--- src/verilog/mbx_pkg.sv ---
/*
  Constants and carrier types for the move and branch execution block.
  Assumes a 14-bit instruction word decoded upstream into an operation code.
*/
package mbx_pkg;
  localparam int PC_W        = 9;
  localparam int DATA_W      = 8;
  localparam int FILE_ADDR_W = 6;
  localparam int SPECIAL_W   = 4;
  localparam int STACK_DEPTH = 8;
  localparam int SP_W        = 3;
  localparam logic [3:0] SPECIAL_MIN = 4'h6;
  localparam logic [3:0] SPECIAL_MAX = 4'hf;
  localparam logic [PC_W-1:0] PC_RESET = 9'h000;
  localparam logic [DATA_W-1:0] WORK_RESET = 8'h00;
  localparam logic [SP_W-1:0] SP_RESET = 3'h0;
  localparam int CALL_CYCLES = 2;
  localparam int SINGLE_CYCLES = 1;

  typedef enum logic [2:0] {
    OP_NONE, OP_IO_PAGE_STORE, OP_LONG_SUBROUTINE_CALL, OP_LONG_BRANCH,
    OP_LOAD_IMMEDIATE_WORK, OP_STORE_WORK_TO_FILE, OP_FILE_MOVE
  } op_e;

  typedef struct packed {
    logic                   valid;
    op_e                    op;
    logic [PC_W-1:0]        target;
    logic [DATA_W-1:0]      immediate;
    logic [FILE_ADDR_W-1:0] file_addr;
    logic [SPECIAL_W-1:0]   special_addr;
    logic                   dest_file;
  } instr_s;

  typedef struct packed {
    logic                   we;
    logic [FILE_ADDR_W-1:0] addr;
    logic [DATA_W-1:0]      data;
  } file_wr_s;

  typedef struct packed {
    logic                 we;
    logic [SPECIAL_W-1:0] addr;
    logic [DATA_W-1:0]    data;
  } special_wr_s;
endpackage : mbx_pkg

--- src/verilog/return_stack.sv ---
/*
  Return address stack with push only; pop belongs to the return logic.
  Assumes pushes arrive as one-cycle pulses on the core clock.
*/
`timescale 1ns/1ps
module return_stack import mbx_pkg::*; #(
  parameter int DEPTH = STACK_DEPTH
) (
  input  wire logic            clk,
  input  wire logic            reset_n,
  input  wire logic            push,
  input  wire logic [PC_W-1:0] push_addr,
  output logic [PC_W-1:0]      top,
  output logic [SP_W-1:0]      level
);
  logic [PC_W-1:0] mem [DEPTH];
  logic [SP_W-1:0] sp;

  // The stack wraps on overflow; the core offers no overflow trap.
  always_ff @(posedge clk) begin
    if (!reset_n) begin
      sp <= SP_RESET;
    end else if (push) begin
      mem[sp] <= push_addr;
      sp      <= sp + 3'h1;
    end
  end

  assign top   = mem[sp - 3'h1];
  assign level = sp;
endmodule : return_stack

--- src/verilog/cpu_move_branch_exec.sv ---
/*
  Executes io-page store, long call, long branch, immediate load, store to file
  and file move. Assumes a data file with separate read and write ports, read combinationally.
*/
`timescale 1ns/1ps
// Behaviour
// - Io-page store copies work register to special register 6..15, one cycle.
// - Call pushes program counter plus one and raises stack level by one.
// - Call loads 9-bit target into program counter, two cycles, no flags.
// - Long branch loads 9-bit target, keeps stack and flags, two cycles.
// - Immediate load puts 8-bit operand in work register, no flags.
// - Store to file writes work register to file 0..63, no flags.
// - File move sends location to work register (d=0) or itself (d=1).
// - File move sets zero flag when moved value is zero, else clears.
module cpu_move_branch_exec import mbx_pkg::*; (
  input  wire logic              CLK,
  input  wire logic              RESET_N,
  input  instr_s                 INSTR,
  input  wire logic [DATA_W-1:0] FILE_RDATA,
  output logic [FILE_ADDR_W-1:0] FILE_RADDR,
  output file_wr_s               FILE_WR,
  output special_wr_s            SPECIAL_WR,
  output logic [PC_W-1:0]        PC,
  output logic [DATA_W-1:0]      WORK,
  output logic                   ZERO,
  output logic                   FLUSH,
  output logic                   BUSY,
  output logic [PC_W-1:0]        STACK_TOP,
  output logic [SP_W-1:0]        STACK_LEVEL
);
  typedef struct packed {
    logic [PC_W-1:0]   pc;
    logic [DATA_W-1:0] work;
    logic              zero;
    logic              refetch;
    file_wr_s          fwr;
    special_wr_s       swr;
    logic              push;
    logic [PC_W-1:0]   push_addr;
  } state_s;

  state_s st;
  state_s next_st;
  logic   exec;

  // Decoded strobes, one for each instruction of this group.
  // Each one is already qualified by the refetch slot.
  // At most one of them can be high at any clock edge.
  logic            take_io_store;
  logic            take_call;
  logic            take_branch;
  logic            take_load;
  logic            take_store;
  logic            take_move;

  // Helper values shared by several instructions.
  logic            special_in_range;
  logic            move_is_zero;
  logic [PC_W-1:0] pc_plus_one;

  // The word offered while refetch is high is the sequential fetch that the
  // jump has made stale.
  // It is dropped here rather than upstream, so that the fetch logic does not
  // need to know which instructions take two cycles.
  assign exec = INSTR.valid && !st.refetch;

  // One compare per operation code.
  // Keeping them apart makes each path easy to follow.
  assign take_io_store = exec && (INSTR.op == OP_IO_PAGE_STORE);
  assign take_call     = exec && (INSTR.op == OP_LONG_SUBROUTINE_CALL);
  assign take_branch   = exec && (INSTR.op == OP_LONG_BRANCH);
  assign take_load     = exec && (INSTR.op == OP_LOAD_IMMEDIATE_WORK);
  assign take_store    = exec && (INSTR.op == OP_STORE_WORK_TO_FILE);
  assign take_move     = exec && (INSTR.op == OP_FILE_MOVE);

  // Operands below the io page do not name a special register.
  // The write is suppressed, but the instruction still retires.
  // The counter therefore still advances for such an operand.
  assign special_in_range = (INSTR.special_addr >= SPECIAL_MIN) &&
                            (INSTR.special_addr <= SPECIAL_MAX);

  // The return address comes from the counter of the call itself.
  // It has to be formed before the target overwrites the counter.
  assign pc_plus_one = st.pc + 9'h001;

  // The flag follows the moved value for both destinations.
  // This lets software test a location for zero by moving it onto itself.
  assign move_is_zero = (FILE_RDATA == 8'h00);

  always_comb begin
    next_st         = st;

    // Write strobes and the push request are one-cycle pulses.
    // They fall by default and are raised only by the instruction that needs them.
    next_st.fwr.we  = 1'b0;
    next_st.swr.we  = 1'b0;
    next_st.push    = 1'b0;
    next_st.refetch = 1'b0;

    // Single-cycle instructions retire in order.
    // The counter steps by one unless a jump below overrides it.
    if (exec) begin
      next_st.pc = pc_plus_one;
    end

    if (take_io_store) begin
      // The work register is copied as it stands before this edge.
      // No status flag is touched here.
      if (special_in_range) begin
        next_st.swr.we   = 1'b1;
        next_st.swr.addr = INSTR.special_addr;
        next_st.swr.data = st.work;
      end
    end else if (take_call) begin
      // The push is registered and applied by the stack on the next edge.
      // The stack level therefore moves one cycle after the counter.
      next_st.push      = 1'b1;
      next_st.push_addr = pc_plus_one;
      next_st.pc        = INSTR.target;
      next_st.refetch   = 1'b1;
    end else if (take_branch) begin
      // A branch leaves the stack alone and only redirects the counter.
      next_st.pc      = INSTR.target;
      next_st.refetch = 1'b1;
    end else if (take_load) begin
      // The immediate replaces the work register; the flags keep their value.
      next_st.work = INSTR.immediate;
    end else if (take_store) begin
      // The file write is registered, so the data file sees it one cycle later.
      next_st.fwr.we   = 1'b1;
      next_st.fwr.addr = INSTR.file_addr;
      next_st.fwr.data = st.work;
    end else if (take_move) begin
      // The read data is used in the cycle in which the instruction is taken.
      // The data file must answer combinationally for this to hold.
      if (INSTR.dest_file) begin
        next_st.fwr.we   = 1'b1;
        next_st.fwr.addr = INSTR.file_addr;
        next_st.fwr.data = FILE_RDATA;
      end else begin
        next_st.work = FILE_RDATA;
      end
      next_st.zero = move_is_zero;
    end
  end

  always_ff @(posedge CLK) begin
    if (!RESET_N) begin
      st         <= '0;
      st.pc      <= PC_RESET;
      st.work    <= WORK_RESET;
    end else begin
      st <= next_st;
    end
  end

  return_stack #(
    .DEPTH(STACK_DEPTH)
  ) u_stack (
    .clk       (CLK),
    .reset_n   (RESET_N),
    .push      (st.push),
    .push_addr (st.push_addr),
    .top       (STACK_TOP),
    .level     (STACK_LEVEL)
  );

  // The read address follows the instruction word directly.
  // A registered address would return the data one cycle too late.
  assign FILE_RADDR = INSTR.file_addr;

  // The write ports are driven straight from the state registers.
  // This keeps the write, counter, work and flag outputs on flip-flops.
  // A strobe falls again on the next edge unless the next instruction also writes that port.
  assign FILE_WR    = st.fwr;
  assign SPECIAL_WR = st.swr;
  assign PC         = st.pc;
  assign WORK       = st.work;
  assign ZERO       = st.zero;

  // The discarded slot is the one already fetched behind the jump.
  // Fetch logic uses this flag to replace that slot by a fresh fetch.
  // It stays high for exactly one cycle after a call or a branch.
  assign FLUSH      = st.refetch;
  assign BUSY       = st.refetch;
endmodule : cpu_move_branch_exec

--- config.mk ---
export PLATFORM = sky130hd
export DESIGN_NAME = cpu_move_branch_exec
export DESIGN_NICKNAME = d
export VERILOG_FILES = /design/src/verilog/mbx_pkg.sv /design/src/verilog/return_stack.sv /design/src/verilog/cpu_move_branch_exec.sv
export SDC_FILE = /design/constraint.sdc
export NUM_CORES = 1
export LEC_CHECK = 0
export ABC_AREA = 1
export BUFFER_PORTS_ARGS = -buffer_cell sky130_fd_sc_hd__buf_2
export CAP_MARGIN = 20
export CORE_MARGIN = 4
export CORE_UTILIZATION = 60
export CTS_BUF_LIST = sky130_fd_sc_hd__clkbuf_16
export CTS_CLUSTER_DIAMETER = 30
export DETAILED_ROUTE_END_ITERATION = 10
export GPL_TIMING_DRIVEN = 0
export PLACE_DENSITY_LB_ADDON = 0.1
export SKIP_CTS_REPAIR_TIMING = 1
export SYNTH_ARGS = -nofsm -noshare
export SYNTH_HDL_FRONTEND = slang
export SYNTH_SLANG_ARGS = --single-unit
--- constraint.sdc ---
create_clock -name CLK -period 3 [get_ports CLK]
set_input_delay 0.45 -clock CLK [delete_from_list [all_inputs] [get_ports CLK]]
set_output_delay 0.45 -clock CLK [all_outputs]
set_load 0.005 [all_outputs]
; Word-level counts from Yosys, hierarchy flattened
; Memories as Yosys holds them, arrays and structs flattened.
; Cells that the tools add are included.
[classes]
muxes = 24
n_lt_le_gt_ge = 2
n_eq_ne = 8
n_div = 0
n_shift = 0
addsub = 3
n_reduce_logical = 21
n_mul = 0
bitwise = 6
[op_table]
columns = cell, count
row1 = 15-bit two-way mux, 6
row2 = 9-bit two-way mux, 7
row3 = 34-bit two-way mux, 1
row4 = 6-bit AND reduction, 3
row5 = 8-bit two-way mux, 2
row6 = 13-bit two-way mux, 1
row7 = 10-bit two-way mux, 1
row8 = "9-bit by 1-bit adder with 9-bit output, second input constant", 1
row9 = "3-bit equality test, second input constant", 3
row10 = 1-bit logical AND, 8
row11 = 8-bit zero test, 1
row12 = "3-bit by 2-bit equality test with 1-bit output, second input constant", 2
row13 = 1-bit two-way mux, 6
row14 = 1-bit inverter, 6
row15 = 2-bit AND reduction, 3
row16 = 2-bit nonzero test, 3
row17 = 5-bit OR reduction, 1
row18 = "4-bit by 3-bit greater-or-equal comparator with 1-bit output, second input constant", 1
row19 = "4-bit less-or-equal comparator, second input constant", 1
row20 = "3-bit by 1-bit adder with 3-bit output, second input constant", 1
row21 = "3-bit by 1-bit equality test with 1-bit output, second input constant", 1
row22 = "3-bit by 1-bit subtractor with 3-bit output, second input constant", 1
row23 = "2-bit by 1-bit != test with 1-bit output, second input constant", 1
row24 = "2-bit != test, second input constant", 1
row25 = 2 further kinds, 2
[word_totals]
regBits = 60
ramBits = 72
n_memories = 1
wordCells = 78
mem_bits_ro = 0
latchBits = 0
input_bits = 42
output_inout_bits = 66
[mem_list]
columns = name, depth, width, read_ports, rd_clocked_by_memory_dff, write_ports, line
row1 = u_stack.mem, 8, 9, 1, 0, 1, return_stack.sv:16  ; logic [PC_W-1:0] mem [DEPTH];

; Logic depth before layout (Yosys ltp)
; Gate-level depths: netlist (run 1).
[logic_depth]
ltp_word = 9
depth_mapped = 11
mapped_depth_nobuf = 9

; By module
; Synthesis (run 1) repeated with hierarchy kept, for this count alone.
[hier_totals]
hier_cells = 795
hier_area_um2 = 6436.2
[modules_own_cells]
columns = mod, area_each_um2, instances, cells_each, seq_area_each_um2
row1 = return_stack, 3343.2, 1, 343, 2222.1
row2 = cpu_move_branch_exec, 3093.0, 1, 452, 1141.1

; Worst setup path before layout (run 1)
; Ideal clock, no wire load.
[synth_path]
path_type = flip-flop to output port
start = register u_stack.sp[0] (netlist: u_stack.level[0])
end = output port STACK_TOP[0]
stages_incl_launch_ff = 12
n_path_buf = 3
arrival_ns = 1.861
path_slack_ns = 0.689
required_time_ns = 2.550
path_cell_list = dfxtp_1 inv_1 clkbuf_1 buf_2 ha_1 buf_2 clkinv_1 nor2_1 o21ai_0 nand2_1 inv_1 o21ai_0
[synth_between]
elab_chain_len = 2
[synth_rtl]
columns = element, line
row1 = start: declaration, return_stack.sv:17  ; logic [SP_W-1:0] sp;
row2 = start signal: assignment, return_stack.sv:25  ; sp <= sp + 3'h1;
row3 = 3-bit by 1-bit subtractor with 3-bit output, return_stack.sv:29  ; assign top = mem[sp - 3'h1];
row4 = memory 8 x 9 bit, -
row5 = end: declaration, cpu_move_branch_exec.sv:28  ; output logic [PC_W-1:0] STACK_TOP,
; Every way passes these cells.

; Worst setup path in the final report (run 1)
[layout_path]
start = register u_stack.sp[0] (netlist: u_stack.level[0])
end = output port STACK_TOP[5]
; Same word-level chain as after synthesis.

==> results of run 1 <==
## cells in the mapped netlist, drive strengths merged
| cell | n | area share, % |
|---|---|---|
| nand2 | 139 | 8.6 |
| inv | 50 | 3.0 |
| nand3 | 19 | 2.1 |
| a21oi | 33 | 2.7 |
| dfxtp | 60 | 19 |
| xor2 | 5 | 0.71 |
| clkinv | 1 | 0.060 |
| nand4 | 20 | 2.0 |
| edfxtp | 72 | 35 |
| clkbuf | 11 | 0.66 |
| ha | 3 | 0.60 |
| nor3 | 1 | 0.081 |
| buf | 71 | 8.1 |
| nand3b | 8 | 0.97 |
| o21ai | 77 | 6.2 |
| nor2 | 155 | 10 |
## flip-flops by register name, summed over array words and instances, names as in the netlist
name and count:
SPECIAL_WR 13, u_stack.mem 72, u_stack.level 3, st 10, PC 9, BUSY 1, WORK 8, ZERO 1
FILE_WR 15
## cell type report
type / count / area (um^2) / share of cell area [%]
Inverter: 51 / 195 / 2.60
Multi-Input combinational cell: 460 / 2120 / 28.3
Clock buffer: 17 / 425 / 5.67
Tap cell: 133 / 166 / 2.22
Timing Repair Buffer: 107 / 538 / 7.18
Timing Repair inverter: 1 / 7.51 / 0.100
Buffer: 81 / 553 / 7.38
Sequential cell: 132 / 3370 / 44.9
Clock inverter: 14 / 123 / 1.64
## per-layer routing
| metal | GRT usage [%] | routed length (um) | vias to the layer above |
|---|---|---|---|
| met1 | 32.1 | 6130 | 2366 |
| met4 | 8.01 | 218 | 0 |
| met5 | 0 | 0 | - |
| met3 | 8.10 | 1280 | 19 |
| met2 | 42.5 | 7130 | 215 |
| li1 | - | - | 2576 |
## through the flow
stage / setup TNS [ns] / power, W / utilization [%] / instance area [um^2]
finish: 0 / 0.00421 / 75.7 / 7500
detailed placement: 0 / 0.00232 / 69.7 / 6910
CTS: -3.85 / 0.00422 / 75.2 / 7450
global placement: 0 / 0.00231 / 69.7 / 6910
global route: 0 / 0.00436 / 75.7 / 7500
floorplan: 0 / 0.00219 / - / 6210
## worst max-delay path, stage by stage, from the launching register on
cell        delay [ns]
dfxtp_4           0.38
inv_2             0.09
buf_4             0.19
ha_1              0.30
buf_6             0.16
clkinvlp_4        0.16
nor2_1            0.13
o21ai_0           0.14
nand2_1           0.10
inv_1             0.05
o21ai_0           0.17
buf_2             0.15
## power by group through the flow
stage / Sequential, W / Combinational, W / Clock (W)
5_1_grt: 0.00197 / 0.000361 / 0.00203
2_1_floorplan: 0.00199 / 0.000199 / 0
6_report: 0.00197 / 0.000323 / 0.00192
4_1_cts: 0.00197 / 0.000318 / 0.00194
3_5_place_dp: 0.00200 / 0.000315 / 0
3_3_place_gp: 0.00200 / 0.000307 / 0
## final timing paths
path                                  startpoint           endpoint  slack [ns]  depth (start not counted)
worst max register to register  u_stack.level[0]  u_stack.mem[3][2]        0.86                          4
worst min register to register    SPECIAL_WR[11]     SPECIAL_WR[11]        0.46                          2
worst max-delay path            u_stack.level[0]       STACK_TOP[5]        0.12                         11
worst min-delay path                   INSTR[23]              PC[4]        0.24                          3
## cells by family (layout without fill, tap and decap cells)
kind of cell               count (synthesis)  after routing  synth area share [%]
and+or+nand+nor                          342            342                  23.8
buffers and inverters                    133            271                  11.8
DFF                                      132            132                  54.2
AOI/OAI and AO/OA                        110            110                  8.87
xor gates and xnor gates                   5              5                 0.705
adders and majority gates                  3              3                 0.605
==> results by group, run 1 <==
Outcome
  – Outcome: finished, final reports clean

Layout
  – Area Overhead vs Synth: 20.7%
  – Net count, final: 896
  – Post-Layout Cell Count: 996
  – Fillers: 733
  – Antenna diodes: 0
  – Share of layout cells above drive strength 1: 26.7%
  – Most common cell after layout, fill and taps aside: nor2_1
  – Commonest cells after routing, fill and taps aside: 147 x nor2_1, 137 x nand2_1, 119 x buf_2

Detailed routing
  – DR pass1 iterations: 5
  – 1st-iter DRT viols: 405
  – Drt wl/cell: 14.8 um
  – Routed WL: 14,800 um
  – DR vias: 5,176
  – Final antenna-violating net count: 0
  – Vias per inst: 5.20
  – DRC Markers: 0

Timing
  – Skew final: 0.00708 ns
  – Final Max Tran Viols: 0
  – Achievable frequency: 347 MHz
  – Slew headroom: 48.2%
  – Final setup fails: 0
  – Final worst path period need: 2.88 ns
  – Final worst path period share: 96.0%
  – Final hold violation count: 0
  – Worst-Margin Slew: 0.774 ns
  – Worst hold slack: 0.242 ns
  – RSZ-0062 raised after global routing: no
  – Setup WS post-layout: 0.121 ns

Setup path
  – Crit path kind: flop to primary output
  – Kind of start point of the critical path: flop
  – CP max FO: 12
  – CP required: 2.55 ns
  – Arrival @ worst endpoint: 2.43 ns
  – Worst setup EP type: primary output

Power
  – Int Power: 0.00327 W
  – Comb power frac: 7.7%
  – Lkg Pwr: 3.38 nW
  – PwrDens: 562 nW/um^2
  – Worst-case vdd ir drop: 0.000344 V
  – Switch share: 22.5%
  – Clk pwr share: 45.7%
  – Reg power frac: 46.7%
  – Psw: 0.000947 W

Floorplan
  – Die area: 12,000 um^2
  – CORE AREA: 9910 um^2
  – Die width: 110 um
  – Starting Density: 62.7%
  – Chip Height: 110 um
  – IO Pins: 108
  – Site Rows: 36

Logic synthesis
  – Unique masters post-synth: 28
  – Yosys Warn Count: 0
  – Syn_nets: 770
  – Syn Area/Cell: 8.57 um^2
  – Post-Synthesis Cells: 725
  – Synth Cell Area: 6210 um^2
  – Sequential area share after synthesis: 54.2%
  – FF+latch count, synth: 132

Clocking
  – Skew-Pair Late Insertion Delay: 0.41 ns
  – H-tree depth: 4
  – CTS tree: yes
  – CTS Buf Count: 17
  – Root Driver: clkbuf_16
  – Worst-path clk slew: 0.05 ns
  – CTS sink count: 132
  – Clock Tree Buf Depth: 2

Global routing
  – Grt total ovfl: 0
  – First-pass GRT wire length: 23,800 um
  – Number of global-route vias before repair: 4,989
  – Largest net degree at the start of global routing: 17
  – GR Util All Layers: 25.7%
  – Antenna violations before repair: 0

Job
  – Max-cap violations: 0

Hold path
  – Worst Hold Class: input port to flop

Placed design
  – Worst slack at placement: 0.0153 ns
  – GP Congestion: 0.914
  – Buffers on Ports: 106
  – DP Wirelength: 10,600 um
  – Placed Cells: 964
Power figures use the tool's default switching activity.
==> run 2, diff against run 1 <==
--- a/config.mk
+++ b/config.mk
@@ -10,7 +10,7 @@
 export CAP_MARGIN = 20
 export CORE_MARGIN = 4
 export CORE_UTILIZATION = 60
-export CTS_BUF_LIST = sky130_fd_sc_hd__clkbuf_16
+export CTS_BUF_LIST = sky130_fd_sc_hd__clkbuf_4 sky130_fd_sc_hd__clkbuf_8 sky130_fd_sc_hd__clkbuf_16
 export CTS_CLUSTER_DIAMETER = 30
 export DETAILED_ROUTE_END_ITERATION = 10
 export GPL_TIMING_DRIVEN = 0
@@ -19,3 +19,4 @@
 export SYNTH_ARGS = -nofsm -noshare
 export SYNTH_HDL_FRONTEND = slang
 export SYNTH_SLANG_ARGS = --single-unit
+export TNS_END_PERCENT = 1
==> results by group, run 2 (synthesis results as in run 1) <==
Power
  – Worst-case vdd ir drop: 0.000346 V
  – Lkg Pwr: 3.39 nW
  – PwrDens: 561 nW/um^2

Outcome
  – Outcome: finished, final reports clean

Setup path
  – CP max FO: 12
  – Top delay family on crit path: buffers and inverters
  – CP max-delay cell: dfxtp_4
  – Reg2reg end: u_stack.mem[7][4]
  – Crit path kind: flop to primary output
  – CP Cell Sequence: inv_4 -> buf_6 -> ha_1 -> buf_6 -> clkinvlp_4 -> nor2_1 -> o21ai_0 -> nand2_1 -> inv_1 -> o21ai_0 -> buf_2
  – Arrival @ worst endpoint: 2.44 ns
  – WP buf/inv: 6
  – CP required: 2.55 ns
  – Setup slack, reg-to-reg: 0.83 ns
  – Worst setup EP type: primary output
  – Reg2reg path depth: 4
  – RR Startpoint: u_stack.level[0]
  – Critical Path Max Stage Delay: 0.39 ns
  – Kind of start point of the critical path: flop

Global routing
  – First-pass GRT wire length: 23,800 um
  – Largest net degree at the start of global routing: 17
  – Grt total ovfl: 0
  – Antenna violations before repair: 0
  – GR Util All Layers: 25.5%
  – Number of global-route vias before repair: 4,936

Timing
  – Worst hold slack: 0.135 ns
  – Final Max Tran Viols: 0
  – Slew headroom: 48.5%
  – Final hold violation count: 0
  – Achievable frequency: 346 MHz
  – RSZ-0062 raised after global routing: no
  – Final worst path period share: 96.5%
  – Worst-Margin Slew: 0.770 ns
  – Final setup fails: 0
  – Skew final: 0.00875 ns
  – Final worst path period need: 2.89 ns

Floorplan
  – Chip Height: 110 um
  – CORE AREA: 9910 um^2
  – Die width: 110 um
  – IO Pins: 108
  – Die area: 12,000 um^2
  – Starting Density: 62.7%
  – Site Rows: 36

Clocking
  – H-tree depth: 4
  – CTS sink count: 132
  – CTS Buf Count: 17
  – Worst-path clk slew: 0.06 ns
  – Root Driver: clkbuf_8
  – Skew-Pair Late Insertion Delay: 0.52 ns
  – Clock Tree Buf Depth: 2
  – CTS tree: yes

Detailed routing
  – DR vias: 5,175
  – Routed WL: 14,700 um
  – Vias per inst: 5.20
  – DRC Markers: 0
  – 1st-iter DRT viols: 398
  – DR pass1 iterations: 5
  – Drt wl/cell: 14.8 um
  – Final antenna-violating net count: 0

Hold path
  – Hold EP: PC[4]
  – Hold path depth: 3
  – Worst hold start: INSTR[23]
  – Worst Hold Class: input port to flop

Layout
  – Number of flip-flops under the largest register name: 72
  – Reg with most FFs: u_stack.mem
  – Net count, final: 896
  – Commonest cells after routing, fill and taps aside: 147 x nor2_1, 137 x nand2_1, 119 x buf_2
  – Post-Layout Cell Count: 996
  – Antenna diodes: 0
  – Final Instance Area: 7510 um^2
  – Share of layout cells above drive strength 1: 27.0%
  – Area Overhead vs Synth: 20.9%
  – Most common cell after layout, fill and taps aside: nor2_1

Placed design
  – Buffers on Ports: 106
  – Dpl cell area: 6910 um^2
  – Placed Cells: 964
  – GP Congestion: 0.914
  – DP Wirelength: 10,600 um

Job
  – Max-cap violations: 0
-- run 2: cell count changes in the layout (fill, tap and decap cells not counted) --
cell,previous run,this run
buf_4,57,56
buf_6,3,4
clkbuf_16,17,16
clkbuf_4,0,1
clkbuf_8,0,2
clkinv_1,3,2
dfxtp_1,59,58
dfxtp_2,0,1
inv_1,45,44
inv_2,6,5
inv_4,0,1
o21ai_0,63,64
o21ai_1,14,13
-- run 2: worst max path at each step --
| stage | cells past startpoint | startpoint | slack [ns] | to |
|---|---|---|---|---|
| floorplan | 11 | u_stack.level[0] | 0.69 | STACK_TOP[0] |
| global placement | 12 | u_stack.level[0] | 0.09 | STACK_TOP[6] |
| detailed placement | 12 | u_stack.level[0] | 0.02 | STACK_TOP[5] |
| CTS | 12 | u_stack.level[0] | -0.57 | STACK_TOP[0] |
| global route | 11 | u_stack.level[0] | 0.005 | STACK_TOP[0] |
| finish | 11 | u_stack.level[0] | 0.11 | STACK_TOP[5] |
-- run 2: per-layer routing --
layer  GRT usage [%]  routed length (um)  up-vias
met1            32.3                6120     2355
met3            7.22                1290       27
met2            42.8                7070      214
met4            7.57                 246        0
met5               0                   0        -
li1                -                   -     2579
-- run 2: final cells by class --
type / count / area [um^2]
clock buffers: 19 / 435
plain buffers: 81 / 557
inverters: 51 / 198
multi-input cells: 460 / 2120
fillers: 719 / 2400
clock inverters: 12 / 115
flip-flops and latches: 132 / 3370
repair buffers: 107 / 538
well taps: 133 / 166
repair inverters: 1 / 7.51
-- run 2: stage by stage --
step / power (W) / util [%] / worst slack [ns] / TNS [ns]
floorplan: 0.00219 / - / 0.689 / 0
global placement: 0.00231 / 69.7 / 0.0856 / 0
global route: 0.00435 / 75.8 / 0.00502 / 0
detailed placement: 0.00232 / 69.7 / 0.0153 / 0
CTS: 0.00422 / 75.3 / -0.571 / -4.56
finish: 0.00421 / 75.8 / 0.106 / 0
-- run 2: worst min-delay path, stage by stage --
cell and delay (ns):
buf_2 0.08, nand2_1 0.04, nand2_1 0.05
-- run 2: report_power, final --
part	switching, W	leakage [nW]	internal [W]	total (W)
Sequential	0.0000381	1.15	0.00193	0.00197
Clock	0.000729	0.268	0.00119	0.00192
Combinational	0.000181	1.97	0.000142	0.000323
==> run 3, diff against run 2 <==
--- a/config.mk
+++ b/config.mk
@@ -12,9 +12,11 @@
 export CORE_UTILIZATION = 60
 export CTS_BUF_LIST = sky130_fd_sc_hd__clkbuf_4 sky130_fd_sc_hd__clkbuf_8 sky130_fd_sc_hd__clkbuf_16
 export CTS_CLUSTER_DIAMETER = 30
+export CTS_CLUSTER_SIZE = 25
 export DETAILED_ROUTE_END_ITERATION = 10
 export GPL_TIMING_DRIVEN = 0
 export PLACE_DENSITY_LB_ADDON = 0.1
+export REMOVE_ABC_BUFFERS = 1
 export SKIP_CTS_REPAIR_TIMING = 1
 export SYNTH_ARGS = -nofsm -noshare
 export SYNTH_HDL_FRONTEND = slang
==> results by group, run 3 (synthesis results as in run 1) <==
Setup path
  – Critical Path Max Stage Delay: 0.41 ns
  – Arrival @ worst endpoint: 2.37 ns
  – Worst setup EP type: primary output
  – Crit path kind: flop to primary output
  – Kind of start point of the critical path: flop
  – CP Cell Sequence: clkinvlp_4 -> buf_8 -> ha_4 -> clkinvlp_4 -> nor2_1 -> o21ai_0 -> nand2_1 -> inv_1 -> o21ai_0 -> buf_2
  – CP required: 2.55 ns
  – CP max FO: 21
  – CP max-delay cell: dfxtp_4
  – WP buf/inv: 5
  – Top delay family on crit path: buffers and inverters

Global routing
  – GR Util All Layers: 22.9%
  – Antenna violations before repair: 0
  – M1 GR Usage: 28.0%
  – Grt total ovfl: 0
  – First-pass GRT wire length: 21,200 um
  – Met2 Use GR: 37.7%
  – Number of global-route vias before repair: 4,579
  – Largest net degree at the start of global routing: 40
  – GR peak layer: met2
  – M3 GR Usage: 7.40%

Floorplan
  – Die width: 110 um
  – Site Rows: 36
  – Starting Density: 62.7%
  – Chip Height: 110 um
  – IO Pins: 108
  – CORE AREA: 9910 um^2
  – Die area: 12,000 um^2

Timing
  – Slew headroom: 35.5%
  – Final Max Tran Viols: 0
  – Achievable frequency: 354 MHz
  – Skew final: 0.00490 ns
  – Final hold violation count: 0
  – Worst-Margin Slew: 0.964 ns
  – Final worst path period share: 94.0%
  – Final setup fails: 0
  – Final worst path period need: 2.82 ns

Clocking
  – H-tree depth: 4
  – Skew-Pair Late Insertion Delay: 0.51 ns
  – Clock Tree Buf Depth: 2
  – CTS sink count: 132
  – CTS tree: yes
  – Root Driver: clkbuf_8
  – CTS Buf Count: 17
  – Worst-path clk slew: 0.06 ns

Layout
  – Antenna diodes: 0
  – Net count, final: 828
  – Commonest cells after routing, fill and taps aside: 148 x nor2_1, 137 x nand2_1, 107 x buf_2
  – Share of layout cells above drive strength 1: 22.1%
  – Most common cell after layout, fill and taps aside: nor2_1
  – Number of flip-flops under the largest register name: 72
  – Final Instance Area: 7130 um^2
  – Reg with most FFs: u_stack.mem
  – Area Overhead vs Synth: 14.8%

Detailed routing
  – DR pass1 iterations: 5
  – DRC Markers: 0
  – Vias per inst: 5.15
  – Drt wl/cell: 14.3 um
  – 1st-iter DRT viols: 281
  – DR vias: 4,787
  – Routed WL: 13,300 um
  – Final antenna-violating net count: 0

Power
  – Tot Pwr: 0.00425 W
  – Comb power frac: 6.4%
  – Int Power: 0.00333 W
  – PwrDens: 596 nW/um^2
  – Worst-case vdd ir drop: 0.000333 V
  – Clk pwr share: 47.4%
  – Lkg Pwr: 3.11 nW
  – Reg power frac: 46.2%
  – Switch share: 21.5%
  – Psw: 0.000915 W

Placed design
  – DP Wirelength: 8930 um
  – GP Congestion: 0.795
  – Buffers on Ports: 107
  – Dpl cell area: 6400 um^2

Outcome
  – Outcome: finished, final reports clean

Hold path
  – Worst Hold Class: input port to flop

Job
  – Max-cap violations: 0
run 3: cell count changes in the layout (fill, tap and decap cells not counted), sizes merged:
cell | before | now
buf | 179 | 119
clkinv | 7 | 4
clkbuf | 28 | 26
bufinv | 2 | 1
clkinvlp | 5 | 4
run 3: metrics by stage:
stage          cells  TNS [ns]  hold WS [ns]  utilization (%)  setup WS, ns
2_1_floorplan    643     -5.12         0.456                -        -0.574
3_3_place_gp     883    -24.16         0.447             64.3         -2.02
3_5_place_dp     885    -12.59         0.449             64.6         -1.40
4_1_cts          917    -17.74         0.107             70.7         -1.97
5_1_grt          929   -0.0135         0.127             72.0       -0.0102
6_report         929         0         0.133             72.0         0.179
run 3: power by group through the flow:
stage / clock network (W) / logic [W] / registers, W
after floorplan: 0 / 0.000139 / 0.00200
after global placement: 0 / 0.000251 / 0.00200
after detailed placement: 0 / 0.000262 / 0.00200
after CTS: 0.00204 / 0.000264 / 0.00196
after global routing: 0.00213 / 0.000311 / 0.00197
final: 0.00201 / 0.000273 / 0.00196
run 3: area by class of cell:
type / instances / area (um^2)
clock buffer: 25 / 534
clock inverter: 7 / 63.8
tap: 133 / 166
timing repair inverter: 1 / 7.51
sequential: 132 / 3370
fill: 773 / 2780
inverter: 51 / 199
timing repair buffer: 120 / 662
multi-input combinational: 460 / 2130
run 3: metal layers:
layer	routed length, um	up-vias	part of all wire (%)
li1	-	2440	-
met1	5730	2185	43
met2	6470	150	49
met3	995	12	7.5
met4	114	0	0.86
met5	0	-	0
run 3: worst reg2reg max path, stage by stage, from the launching register on:
cell	delay (ns)
dfxtp_1	0.37
inv_1	0.09
nand2_2	0.19
nor2_1	0.67
nand3_2	0.42
nand2_1	0.16
a21oi_1	0.08
run 3: path summary, 6_finish.rpt:
check,endpoint,slack [ns],startpoint,cells after the start
worst max-delay path,STACK_TOP[7],0.18,u_stack.level[0],10
worst min-delay path,PC[3],0.13,INSTR[22],3
worst max register to register,SPECIAL_WR[5],0.90,BUSY,6
worst min register to register,SPECIAL_WR[2],0.46,SPECIAL_WR[2],2
